File: config.mk
export PLATFORM = sky130hd
export DESIGN_NAME = ssr_relays
export DESIGN_NICKNAME = d
export VERILOG_FILES = /design/src/shared/ssr_pkg.sv /design/src/core/ssr_pulse_div.sv /design/src/core/ssr_relays.sv
export SDC_FILE = /design/constraint.sdc
export NUM_CORES = 1
export LEC_CHECK = 0
export ABC_AREA = 0
export ABC_CLOCK_PERIOD_IN_PS = 1700
export BUFFER_PORTS_ARGS = -buffer_cell sky130_fd_sc_hd__buf_2
export CORE_ASPECT_RATIO = 0.5
export CORE_MARGIN = 5
export CORE_UTILIZATION = 45
export DETAILED_ROUTE_END_ITERATION = 12
export PLACE_DENSITY = 0.69
export RECOVER_POWER = 25
export SETUP_SLACK_MARGIN = 0.02
export SLEW_MARGIN = 20
export SYNTH_ARGS = -nofsm -noshare
export SYNTH_HDL_FRONTEND = slang
export SYNTH_SLANG_ARGS = --single-unit
File: constraint.sdc
create_clock -name ref_clk -period 1.7 [get_ports ref_clk]
set_input_delay 0.085 -clock ref_clk [delete_from_list [all_inputs] [get_ports ref_clk]]
set_output_delay 0.085 -clock ref_clk [all_outputs]
set_load 0.005 [all_outputs]
File: src/shared/ssr_pkg.sv
// package: constants and types of the special status relay block
//======================================================================
package ssr_pkg;
   //===================================================================
   // time base
   localparam int unsigned CLK_PERIOD_NS = 10;
   localparam int unsigned MS_PERIOD_NS = 1000000;
   localparam int unsigned MS_CYCLES = MS_PERIOD_NS / CLK_PERIOD_NS;
   // pulse relay half periods, in milliseconds
   localparam int unsigned HALF_10MS = 5;
   localparam int unsigned HALF_100MS = 50;
   localparam int unsigned HALF_1S = 500;
   localparam int unsigned HALF_1MIN = 30000;
   localparam int unsigned PULSE_N = 4;
   //===================================================================
   // clock limits
   localparam logic [5:0] SEC_MAX = 6'h3b;
   localparam logic [5:0] SEC_HALF = 6'h1e;
   localparam logic [10:0] MIN_MAX = 11'h59f;
   //===================================================================
   // register byte offsets
   localparam logic [4:0] OFS_CTRL = 5'h00;
   localparam logic [4:0] OFS_STATUS = 5'h04;
   localparam logic [4:0] OFS_STICKY = 5'h08;
   localparam logic [4:0] OFS_SCAN = 5'h0c;
   localparam logic [4:0] OFS_RTC = 5'h10;
   // control bit positions
   localparam int unsigned C_STOP = 0;
   localparam int unsigned C_FREEZE = 1;
   localparam int unsigned C_ROUND = 2;
   localparam int unsigned C_BLOCK_MOVE_INSTR = 3;
   localparam int unsigned C_FCNT = 4;
   localparam int unsigned C_SLOPE = 5;
   localparam int unsigned C_PRINT = 6;
   localparam int unsigned C_IRQX = 7;
   localparam int unsigned C_LAMP = 8;
   localparam int unsigned C_VCLR = 9;
   localparam int unsigned C_RCLR = 10;
   localparam int unsigned C_HOLD = 11;
   localparam int unsigned C_OFF = 12;
   localparam int unsigned C_FSCAN = 13;
   localparam int unsigned CTRL_W = 14;
   // bits cleared on run to stop
   localparam logic [13:0] STOP_CLR_MASK = 14'h1778;
   localparam logic [13:0] CTRL_RESET = 14'h0000;
   localparam logic [15:0] SCAN_RESET = 16'h0000;
   //===================================================================
   // arithmetic result reported by the instruction unit
   typedef struct packed {
      logic valid;
      logic zero;
      logic borrow;
      logic carry;
   } ssr_arith_t;
   // constant scan sequencer
   typedef enum logic [1:0] {
      SC_RUN = 2'b00,
      SC_WAIT = 2'b01,
      SC_START = 2'b11
   } ssr_scan_t;
endpackage

File: src/core/ssr_pulse_div.sv
// module: one free running half-period toggler on the millisecond tick
`timescale 1ns/1ps
module ssr_pulse_div #(
   parameter int unsigned HALF_MS = 5
) (
   // clock and reset
   input wire logic ref_clk,
   input wire logic nrst,
   input wire logic ce,
   // shared millisecond tick
   input wire logic ms_tick,
   // square wave out
   output logic pulse_q
);
   localparam int unsigned CW = $clog2(HALF_MS + 1);
   localparam logic [CW-1:0] LAST = CW'(HALF_MS - 1);

   logic [CW-1:0] cnt_q;
   wire logic at_last = (cnt_q == LAST);

   //===================================================================
   // count ticks and flip at each half period
   always_ff @(posedge ref_clk or negedge nrst) begin
      if (!nrst) begin
         cnt_q <= '0;
         pulse_q <= 1'b0;
      end else if (ce && ms_tick) begin
         cnt_q <= at_last ? '0 : cnt_q + 1'b1;
         if (at_last) begin
            pulse_q <= ~pulse_q; // equal on and off phases
         end
      end
   end
endmodule

File: src/core/ssr_relays.sv
// module: special status and control relays with an Avalon-MM register port
`timescale 1ns/1ps
module ssr_relays import ssr_pkg::*; #(
   parameter int unsigned MS_DIV = MS_CYCLES,
   parameter int unsigned OUT_N = 16
) (
   // clock, reset, enable
   input wire logic ref_clk,
   input wire logic nrst,
   input wire logic ce,
   // avalon-mm slave
   input wire logic [4:0] address,
   input wire logic read,
   input wire logic write,
   input wire logic [3:0] byteenable,
   input wire logic [31:0] writedata,
   output logic [31:0] readdata,
   output logic waitrequest,
   // pins from outside the clock domain
   input wire logic batt_low_pin,
   input wire logic rtc_err_pin,
   // controller core, same clock
   input wire logic run,
   input wire ssr_arith_t arith,
   input wire logic multi_scan_done,
   input wire logic net_param_set,
   input wire logic xfer_busy,
   input wire logic scan_end,
   input wire logic [OUT_N-1:0] out_image,
   // relay outputs
   output logic [PULSE_N-1:0] pulses,
   output logic rtc_installed,
   output logic batt_lamp,
   output logic irq_allow,
   output logic clear_volatile,
   output logic clear_retained,
   output logic reset_mem_stop,
   output logic scan_start,
   output logic [OUT_N-1:0] out_pins_q
);
   //===================================================================
   // byte lane mask, used by the control, scan time and clock registers; the sticky clear reads byteenable[0] directly
   function automatic logic [31:0] lane_mask(input logic [3:0] be);
      lane_mask = {{8{be[3]}}, {8{be[2]}}, {8{be[1]}}, {8{be[0]}}};
   endfunction

   localparam int unsigned MSW = $clog2(MS_DIV + 1);
   localparam logic [MSW-1:0] MS_LAST = MSW'(MS_DIV - 1);
   localparam int unsigned HALF[PULSE_N] = '{HALF_10MS, HALF_100MS,
      HALF_1S, HALF_1MIN};

   //===================================================================
   // state
   logic [MSW-1:0] ms_cnt_q;
   logic ms_tick_q;
   logic [1:0] sync1_q;
   logic [1:0] sync2_q;
   logic ack_q;
   logic [31:0] rdata_q;
   logic [CTRL_W-1:0] ctrl_q;
   logic [15:0] scan_time_q;
   logic [5:0] sec_q;
   logic [10:0] min_q;
   logic [16:0] disp_q;
   logic sec_prev_q;
   logic fault_q;
   logic done_q;
   logic zero_q;
   logic borrow_q;
   logic carry_q;
   logic run_q;
   logic stop_pulse_q;
   logic [15:0] elapsed_q;
   ssr_scan_t scan_q;
   ssr_scan_t scan_d;
   logic [OUT_N-1:0] out_d;

   //===================================================================
   // free running millisecond base, not tied to the scan state
   wire logic ms_wrap = (ms_cnt_q == MS_LAST);

   always_ff @(posedge ref_clk or negedge nrst) begin
      if (!nrst) begin
         ms_cnt_q <= '0;
         ms_tick_q <= 1'b0;
      end else if (ce) begin
         ms_cnt_q <= ms_wrap ? '0 : ms_cnt_q + 1'b1;
         ms_tick_q <= ms_wrap;
      end
   end

   // four pulse relays share the one tick so their edges stay aligned
   genvar gi;
   generate
      for (gi = 0; gi < PULSE_N; gi++) begin : g_pulse
         ssr_pulse_div #(
            .HALF_MS(HALF[gi])
         ) u_div (
            .ref_clk(ref_clk),
            .nrst(nrst),
            .ce(ce),
            .ms_tick(ms_tick_q),
            .pulse_q(pulses[gi])
         );
      end
   endgenerate

   //===================================================================
   // two-stage synchronisers for the battery and clock fault pins
   always_ff @(posedge ref_clk or negedge nrst) begin
      if (!nrst) begin
         sync1_q <= 2'h0;
         sync2_q <= 2'h0;
      end else if (ce) begin
         sync1_q <= {rtc_err_pin, batt_low_pin};
         sync2_q <= sync1_q;
      end
   end

   wire logic batt_low_s = sync2_q[0];
   wire logic rtc_err_s = sync2_q[1];

   //===================================================================
   // bus decode: one wait cycle, answer on the second edge
   wire logic req = (read | write) & ~ack_q;
   wire logic wr_go = write & ack_q;
   wire logic [31:0] wmask = lane_mask(byteenable);
   wire logic [31:0] wd_ctrl = ({18'h0, ctrl_q} & ~wmask) | (writedata & wmask);
   wire logic [31:0] wd_scan = ({16'h0, scan_time_q} & ~wmask) | (writedata & wmask);
   wire logic [31:0] wd_rtc = ({15'h0, min_q, sec_q} & ~wmask) | (writedata & wmask);
   wire logic wr_ctrl = wr_go & (address == OFS_CTRL);
   wire logic wr_sticky = wr_go & (address == OFS_STICKY);
   wire logic wr_scan = wr_go & (address == OFS_SCAN);
   wire logic wr_rtc = wr_go & (address == OFS_RTC);

   // a frozen enable keeps the master waiting, so no write is dropped
   assign waitrequest = (read | write) & ~(ack_q & ce);
   assign readdata = rdata_q;

   // live status word
   wire logic [31:0] status_w = {20'h0, run_q, net_param_set, done_q,
      carry_q, borrow_q, zero_q, fault_q, rtc_installed, pulses};

   // read mux; unmapped offsets answer zero
   wire logic [31:0] rd_mux =
      (address == OFS_CTRL) ? {18'h0, ctrl_q} :
      (address == OFS_STATUS) ? status_w :
      (address == OFS_STICKY) ? {30'h0, done_q, fault_q} :
      (address == OFS_SCAN) ? {16'h0, scan_time_q} :
      (address == OFS_RTC) ? {15'h0, disp_q} : 32'h0000_0000;

   always_ff @(posedge ref_clk or negedge nrst) begin
      if (!nrst) begin
         ack_q <= 1'b0;
         rdata_q <= 32'h0000_0000;
      end else if (ce) begin
         ack_q <= req;
         if (req && read) begin
            rdata_q <= rd_mux;
         end
      end
   end

   //===================================================================
   // run to stop edge, shared by the mode bits and memory hold
   wire logic stop_edge = run_q & ~run;

   always_ff @(posedge ref_clk or negedge nrst) begin
      if (!nrst) begin
         run_q <= 1'b0;
         stop_pulse_q <= 1'b0;
      end else if (ce) begin
         run_q <= run;
         stop_pulse_q <= stop_edge & ~ctrl_q[C_HOLD];
      end
   end

   assign reset_mem_stop = stop_pulse_q;

   //===================================================================
   // control register; the round bit clears itself once applied
   wire logic round_go = ctrl_q[C_ROUND];
   wire logic [CTRL_W-1:0] ctrl_wr = wr_ctrl ? wd_ctrl[CTRL_W-1:0] : ctrl_q;
   wire logic [CTRL_W-1:0] ctrl_rnd = round_go ?
      (ctrl_wr & ~(CTRL_W'(1) << C_ROUND)) : ctrl_wr;
   // a stop edge wins over a write of the same cycle
   wire logic [CTRL_W-1:0] ctrl_d = stop_edge ?
      (ctrl_rnd & ~STOP_CLR_MASK) : ctrl_rnd;

   always_ff @(posedge ref_clk or negedge nrst) begin
      if (!nrst) begin
         ctrl_q <= CTRL_RESET;
      end else if (ce) begin
         ctrl_q <= ctrl_d;
      end
   end

   //===================================================================
   // real time clock, minutes and seconds of the day
   wire logic sec_edge = pulses[2] & ~sec_prev_q;
   wire logic sec_wrap = (sec_q == SEC_MAX);
   wire logic min_wrap = (min_q == MIN_MAX);
   wire logic [10:0] min_inc = min_wrap ? 11'h000 : min_q + 11'h001;
   wire logic round_up = (sec_q >= SEC_HALF);
   wire logic bad_time = (sec_q > SEC_MAX) | (min_q > MIN_MAX);

   always_ff @(posedge ref_clk or negedge nrst) begin
      if (!nrst) begin
         sec_prev_q <= 1'b0;
      end else if (ce) begin
         sec_prev_q <= pulses[2];
      end
   end

   // stop halts counting; preset is only taken while stopped
   always_ff @(posedge ref_clk or negedge nrst) begin
      if (!nrst) begin
         sec_q <= 6'h00;
         min_q <= 11'h000;
      end else if (ce) begin
         if (wr_rtc && ctrl_q[C_STOP]) begin
            sec_q <= wd_rtc[5:0];
            min_q <= wd_rtc[16:6];
         end else if (round_go) begin
            sec_q <= 6'h00;
            min_q <= round_up ? min_inc : min_q;
         end else if (sec_edge && !ctrl_q[C_STOP]) begin
            sec_q <= sec_wrap ? 6'h00 : sec_q + 6'h01;
            min_q <= sec_wrap ? min_inc : min_q;
         end
      end
   end

   // shown reading tracks the clock unless frozen
   always_ff @(posedge ref_clk or negedge nrst) begin
      if (!nrst) begin
         disp_q <= 17'h00000;
      end else if (ce && !ctrl_q[C_FREEZE]) begin
         disp_q <= {min_q, sec_q};
      end
   end

   assign rtc_installed = 1'b1;

   //===================================================================
   // sticky flags: hardware set wins over a write-one clear
   wire logic fault_set = rtc_err_s | bad_time;
   wire logic fault_clr = wr_sticky & byteenable[0] & writedata[0];
   wire logic done_clr = wr_sticky & byteenable[0] & writedata[1];

   always_ff @(posedge ref_clk or negedge nrst) begin
      if (!nrst) begin
         fault_q <= 1'b0;
         done_q <= 1'b0;
      end else if (ce) begin
         fault_q <= fault_set | (fault_q & ~fault_clr);
         done_q <= multi_scan_done | (done_q & ~done_clr);
      end
   end

   //===================================================================
   // arithmetic flags follow the last reported result
   always_ff @(posedge ref_clk or negedge nrst) begin
      if (!nrst) begin
         zero_q <= 1'b0;
         borrow_q <= 1'b0;
         carry_q <= 1'b0;
      end else if (ce && arith.valid) begin
         zero_q <= arith.zero;
         borrow_q <= arith.borrow;
         carry_q <= arith.carry;
      end
   end

   //===================================================================
   // mode outputs toward the controller core
   assign batt_lamp = batt_low_s & ~ctrl_q[C_LAMP];
   assign irq_allow = ~xfer_busy | ctrl_q[C_IRQX];
   // only image and data memory are cleared; no file register path exists
   assign clear_volatile = ctrl_q[C_VCLR];
   assign clear_retained = ctrl_q[C_RCLR];

   // outputs are registered so a disable never glitches a contact
   assign out_d = ctrl_q[C_OFF] ? '0 : out_image;

   always_ff @(posedge ref_clk or negedge nrst) begin
      if (!nrst) begin
         out_pins_q <= '0;
      end else if (ce) begin
         out_pins_q <= out_d;
      end
   end

   //===================================================================
   // scan time register in milliseconds
   always_ff @(posedge ref_clk or negedge nrst) begin
      if (!nrst) begin
         scan_time_q <= SCAN_RESET;
      end else if (ce && wr_scan) begin
         scan_time_q <= wd_scan[15:0];
      end
   end

   // elapsed time since the last scan start, saturating
   always_ff @(posedge ref_clk or negedge nrst) begin
      if (!nrst) begin
         elapsed_q <= 16'h0000;
      end else if (ce) begin
         if (scan_q == SC_START) begin
            elapsed_q <= 16'h0000;
         end else if (ms_tick_q && elapsed_q != 16'hffff) begin
            elapsed_q <= elapsed_q + 16'h0001;
         end
      end
   end

   wire logic time_up = ~ctrl_q[C_FSCAN] | (elapsed_q >= scan_time_q);

   // next scan is held back until the fixed scan time has passed
   always_comb begin
      scan_d = scan_q;
      case (scan_q)
         SC_RUN: begin
            if (scan_end) begin
               scan_d = time_up ? SC_START : SC_WAIT;
            end
         end
         SC_WAIT: begin
            if (time_up) begin
               scan_d = SC_START;
            end
         end
         SC_START: begin
            scan_d = SC_RUN;
         end
         default: begin
            scan_d = SC_RUN;
         end
      endcase
   end

   always_ff @(posedge ref_clk or negedge nrst) begin
      if (!nrst) begin
         scan_q <= SC_RUN;
      end else if (ce) begin
         scan_q <= scan_d;
      end
   end

   assign scan_start = (scan_q == SC_START);

   // network parameter flag is mirrored live in the status word,
   // at bit 10 beside the run monitor
endmodule

Word level (Yosys, flattened, before mapping)
Index checks and enable logic that the tools add are counted.
{"block": "totals", "reg_bits": 198}
{"block": "op_classes", "n_addsub": 8, "order_cmp": 4, "eq_ne": 17, "muxes": 30, "bitwise": 46, "reduce_logical": 24}
{"op": "$mux 17", "n": 6}
{"op": "$mux 11", "n": 6}
{"op": "$mux 16", "n": 3}
{"op": "$and 17x17->17", "n": 2}
{"op": "$mux 6", "n": 5}
{"op": "$add 17x1->17 const B", "n": 1}
{"op": "$and 1x1->1", "n": 17}
{"op": "$eq 17x17->1 const B", "n": 1}
{"op": "$not 17->17", "n": 1}
{"op": "$or 17x17->17", "n": 1}
{"op": "$add 16x1->16 const B", "n": 1}
{"op": "$and 16x16->16", "n": 1}
{"op": "$ge 16x16->1", "n": 1}
{"op": "$ne 16x16->1 const B", "n": 1}
{"op": "$or 16x16->16", "n": 1}
{"op": "$add 15x1->15 const B", "n": 1}
{"op": "$eq 15x15->1 const B", "n": 1}
{"op": "$mux 15", "n": 1}
{"op": "$and 14x14->14", "n": 1}
{"op": "$mux 14", "n": 1}
{"op": "$not 1->1", "n": 14}
{"op": "$or 14x14->14", "n": 1}
{"op": "$reduce_and 2->1", "n": 7}
{"op": "$mux 13", "n": 1}
{"op": "31 further kinds", "n": 53}

Depth between registers and ports, before layout
{"block": "depth", "word_depth": 7, "mapped_depth": 8, "mapped_depth_nobuf": 7}

Cells and area by module
A second synthesis with hierarchy kept.
{"block": "unflattened", "cells_unflattened": 949, "hier_area_um2": 9492.9}
{"mod": "ssr_relays", "n_inst": 1, "cells_per_inst": 757, "area_per_inst_um2": 7487.2, "seq_area_each_um2": 3653.5}
{"mod": "ssr_pulse_div at g_pulse[3].u_div", "n_inst": 1, "cells_per_inst": 88, "area_per_inst_um2": 908.4, "seq_area_each_um2": 400.4}
{"mod": "ssr_pulse_div at g_pulse[2].u_div", "n_inst": 1, "cells_per_inst": 50, "area_per_inst_um2": 516.7, "seq_area_each_um2": 250.2}
{"mod": "ssr_pulse_div at g_pulse[1].u_div", "n_inst": 1, "cells_per_inst": 36, "area_per_inst_um2": 374.1, "seq_area_each_um2": 175.2}
{"mod": "ssr_pulse_div at g_pulse[0].u_div", "n_inst": 1, "cells_per_inst": 18, "area_per_inst_um2": 206.4, "seq_area_each_um2": 100.1}

Least setup slack after synthesis
No wires, ideal clock.
{"block": "synth_timing", "kind": "reg2reg", "start": "register ms_cnt_q[12]", "end": "register ms_cnt_q[15]", "arrival_time_ns": 1.687, "required_ns": 1.581, "slack_ns": -0.106, "path_stages_with_launch": 6, "synth_period_minus_slack_ns": 1.806, "path_cell_list": "dfrtp_1 -> or4_1 -> nor4_1 -> and2_1 -> buf_2 -> nor2_1"}
{"block": "synth_between", "elab_chain_cells": 2, "word_cells_on_any_way": 3}
{"item": "start, declared", "line": "ssr_relays.sv:54", "rtl": "logic [MSW-1:0] ms_cnt_q;"}
{"item": "start signal, assigned", "line": "ssr_relays.sv:87", "rtl": "ms_cnt_q <= ms_wrap ? '0 : ms_cnt_q + 1'b1;"}
{"item": "$add 17x1->17 or $eq 17x17->1 (tied branches)", "line": "ssr_relays.sv:87, ssr_relays.sv:80"}
{"item": "$mux 17 (*)", "line": "ssr_relays.sv:87"}
Mark *: on every way between the ends. The rest lies on a longest branch, timed or not.
A chain may end at the register's enable or synchronous reset.

Final worst setup path
{"block": "layout_timing", "start": "register elapsed_q[0]", "end": "register elapsed_q[15]"}
{"block": "layout_between", "elab_chain_cells": 4, "word_cells_on_any_way": 7}
{"item": "start, declared", "line": "ssr_relays.sv:73", "rtl": "logic [15:0] elapsed_q;"}
{"item": "start signal, assigned", "line": "ssr_relays.sv:312", "rtl": "elapsed_q <= elapsed_q + 16'h0001;"}
{"item": "branches (longest 4 deep; another with $add 16x1->16)"}
Several ways; the timed one is not identified. The select of a mux whose other input is x is not followed.

==> results_dict.tcl <==
set metrics [dict create \
    status "complete, but fails checks" \
    failed_checks "negative setup slack" \
    synth_cell_types 73 \
    vias 8194 \
    relSlewSlack 0.303 \
    antenna_found_initial 0 \
    dieArea_um2 23900 \
    worstSetupPathType "reg2reg" \
    tightest_slew_ns 1.05 \
    synth_ff_type "dfrtp_1" \
    die_w_um 214 \
    async_reset_ff_frac 1.00 \
    fin_worst_skew_ns 0.0121 \
    rsz0062_at_grt "yes" \
    hold_viol 0 \
    wl_per_cell_um 18.4 \
    grt_pass1_vias 8323 \
    pre_cts_ws_ns -0.135 \
    drive_above_1_share 0.318 \
    fin_setup_tns_ns -0.0922 \
    ant_nets 0 \
    powerDensity_nw_per_um2 802 \
    arrival_ns 2.05 \
    gr-usage-all-layers 0.224 \
    final_nets 1282 \
    n_antenna_cell 0 \
    clk_pin_slew_ns 0.07 \
    core_area_um2 20500 \
    avgSynthCellArea_um2 10.1 \
    clock_sinks 183 \
    netlist_area_um2 9340 \
    start_util 0.456 \
    root_buffer "clkbuf_16" \
    synthesis.yosys.warnings 0 \
    ios 133 \
    routed_wl_um 27000 \
    hpwl_um 19200 \
    crit_fanout 6 \
    utilization 0.608 \
    synth_seq_cells 183 \
    required_ns 2.03 \
    die_y_um 112 \
    peakVddDrop_mv 0.662 \
    power_leakage_nw 5.90 \
    syn_to_final_growth_pct 33.4 \
    drt_iter0_markers 826 \
    final_cells 1468 \
    worst_slack_ns -0.0240 \
    clock_latency_ns 0.44 \
    end_kind "register" \
    clock.fmax_ghz 0.580 \
    rows 37 \
    critPathLaunchType "register" \
    finalWeightedCongestion 0.945 \
    cap_viol_max_count 0 \
    drv_slew 0 \
    hold_path_class "in2reg" \
    cts_buffers 17 \
    clockBufferDepth 2 \
    postSynthCellCount 923 \
    io_buffers 100 \
    nFillCells 1611 \
    ys_seq_area_frac 0.491 \
    cts_tree "yes" \
    grt_pass1_wl_um 42900 \
    htreeDepth 4 \
    vias_per_cell 5.58 \
    overflow 0 \
    setup_viol 5 \
    grt_max_degree 51 \
    placed_cells 1373 \
    finalPower_mw 9.98 \
    synth_edf_count 0 \
    final.min_clock_period_ns 1.72 \
    drc 0 \
    firstDrtPassIters 5 \
    fin_crit_sh 1.01 \
]
==> timing repair <==
item | CTS | global route
resized for setup | 31 | 51
pin swaps | 13 | 36
endpoints found under the setup margin | 38 | 81
hold endpoints to repair | 240 | 0
buffers inserted | 4 | 15
cloned | 0 | 0
hold buffers | 45 | 0
==> layout make-up <==
type | count | area (µm²) | share of cell area
multi-input cells | 649 | 4690 | 0.377
flip-flops and latches | 183 | 4580 | 0.368
repair buffers | 279 | 2040 | 0.164
clock buffers | 19 | 443 | 0.0356
well taps | 273 | 342 | 0.0274
inverters | 52 | 195 | 0.0157
clock inverters | 13 | 154 | 0.0124
==> layer usage <==
metal,global-route usage,share of wire,vias to the layer above
li1,-,-,3816
met1,0.299,0.43,4089
met2,0.371,0.49,232
met3,0.0363,0.049,57
met4,0.0766,0.029,0
met5,0,0,-
==> final timing paths <==
kind	depth (start not counted)	start	slack, ns	endpoint
setup / recovery	8	elapsed_q[0]$_DFFE_PN0P_	-0.02	elapsed_q[15]$_DFFE_PN0P_
hold / removal	4	net_param_set	0.04	readdata[10]$_DFFE_PN0P_
setup reg to reg	8	elapsed_q[0]$_DFFE_PN0P_	-0.02	elapsed_q[15]$_DFFE_PN0P_
hold reg to reg	1	readdata[5]$_DFFE_PN0P_	0.47	readdata[5]$_DFFE_PN0P_
max in group asynchronous	3	nrst	0.18	elapsed_q[12]$_DFFE_PN0P_
min in group asynchronous	2	nrst	0.36	asynchronous set/reset pin
==> where the power goes <==
| part | internal, mW | total, mW | switching (mW) |
|---|---|---|---|
| clock | 2.14 | 4.07 | 1.93 |
| combinational | 0.560 | 1.18 | 0.620 |
| sequential | 4.57 | 4.73 | 0.167 |
==> synth_stat cells (5+ instances only) <==
library cell  number  area share
mux2_2            39       0.047
o211ai_1           5      0.0040
a22o_1            12       0.011
ha_1              27       0.036
xor2_1            20       0.019
nand3_1           38       0.020
inv_1             51       0.021
and3_1            10      0.0067
a21oi_1           32       0.017
buf_2              8      0.0043
nand3b_1          17       0.014
nor3_1            20       0.011
nand2_1           79       0.032
nor2_1            65       0.026
a22oi_1            7      0.0056
o21ai_0           58       0.031
or3_1             11      0.0074
nand2b_1           9      0.0060
o2bb2ai_1          9      0.0084
xnor2_1           28       0.026
a222oi_1          11       0.012
a211oi_1           7      0.0056
and2_1             8      0.0054
buf_4             21       0.017
nor4_1            11      0.0074
clkbuf_1          22      0.0088
nand4_1           17       0.011
dfrtp_1          183        0.49
a21o_1            17       0.014
a32oi_1            5      0.0047
==> logic make-up (layout without fill, tap and decap cells) <==
logic type	Yosys count	in the layout	share of synthesized area
compound gates	200	200	0.147
xor+xnor	48	48	0.0450
fa+ha+maj	27	27	0.0362
buf+inv	105	363	0.0517
flops	183	183	0.491
mux	40	40	0.0481
other cells	2	16	0.000804
simple gates	318	318	0.180
==> through the flow <==
step	cell area (µm²)	hold WS, ns
after CTS	12200	0.0239
after floorplan	9440	-0.211
after detailed placement	10900	0.0317
final	12500	0.0414
after global placement	10900	0.0306
after global routing	12500	0.0543
==> placed cells by master, fill, tap and decap left out, drive strengths merged, types with 7 or more instances in the layout <==
| cell type | instances |
|---|---|
| nand2b | 9 |
| a21oi | 32 |
| nand3 | 38 |
| o2bb2ai | 9 |
| o21ai | 61 |
| nor4 | 15 |
| a22oi | 7 |
| nand3b | 17 |
| nor2 | 66 |
| mux2 | 39 |
| dfrtp | 183 |
| xor2 | 20 |
| nor3 | 24 |
| xnor2 | 28 |
| a21o | 17 |
| dlygate4sd3 | 45 |
| a222oi | 11 |
| inv | 59 |
| or3 | 11 |
| clkbuf | 22 |
| a22o | 12 |
| nand4 | 19 |
| a211oi | 7 |
| and2 | 9 |
| buf | 231 |
| ha | 27 |
| conb | 16 |
| nand2 | 80 |
| and3 | 10 |
==> critical path: stages, from the launching register on <==
cell,delay [ns]
dfrtp_2,0.44
ha_4,0.17
nand4_1,0.16
nor3_2,0.09
buf_6,0.15
buf_12,0.12
nor4_2,0.27
xnor2_1,0.16
nor2_1,0.06
No activity file was read; power rests on OpenSTA's default activity.
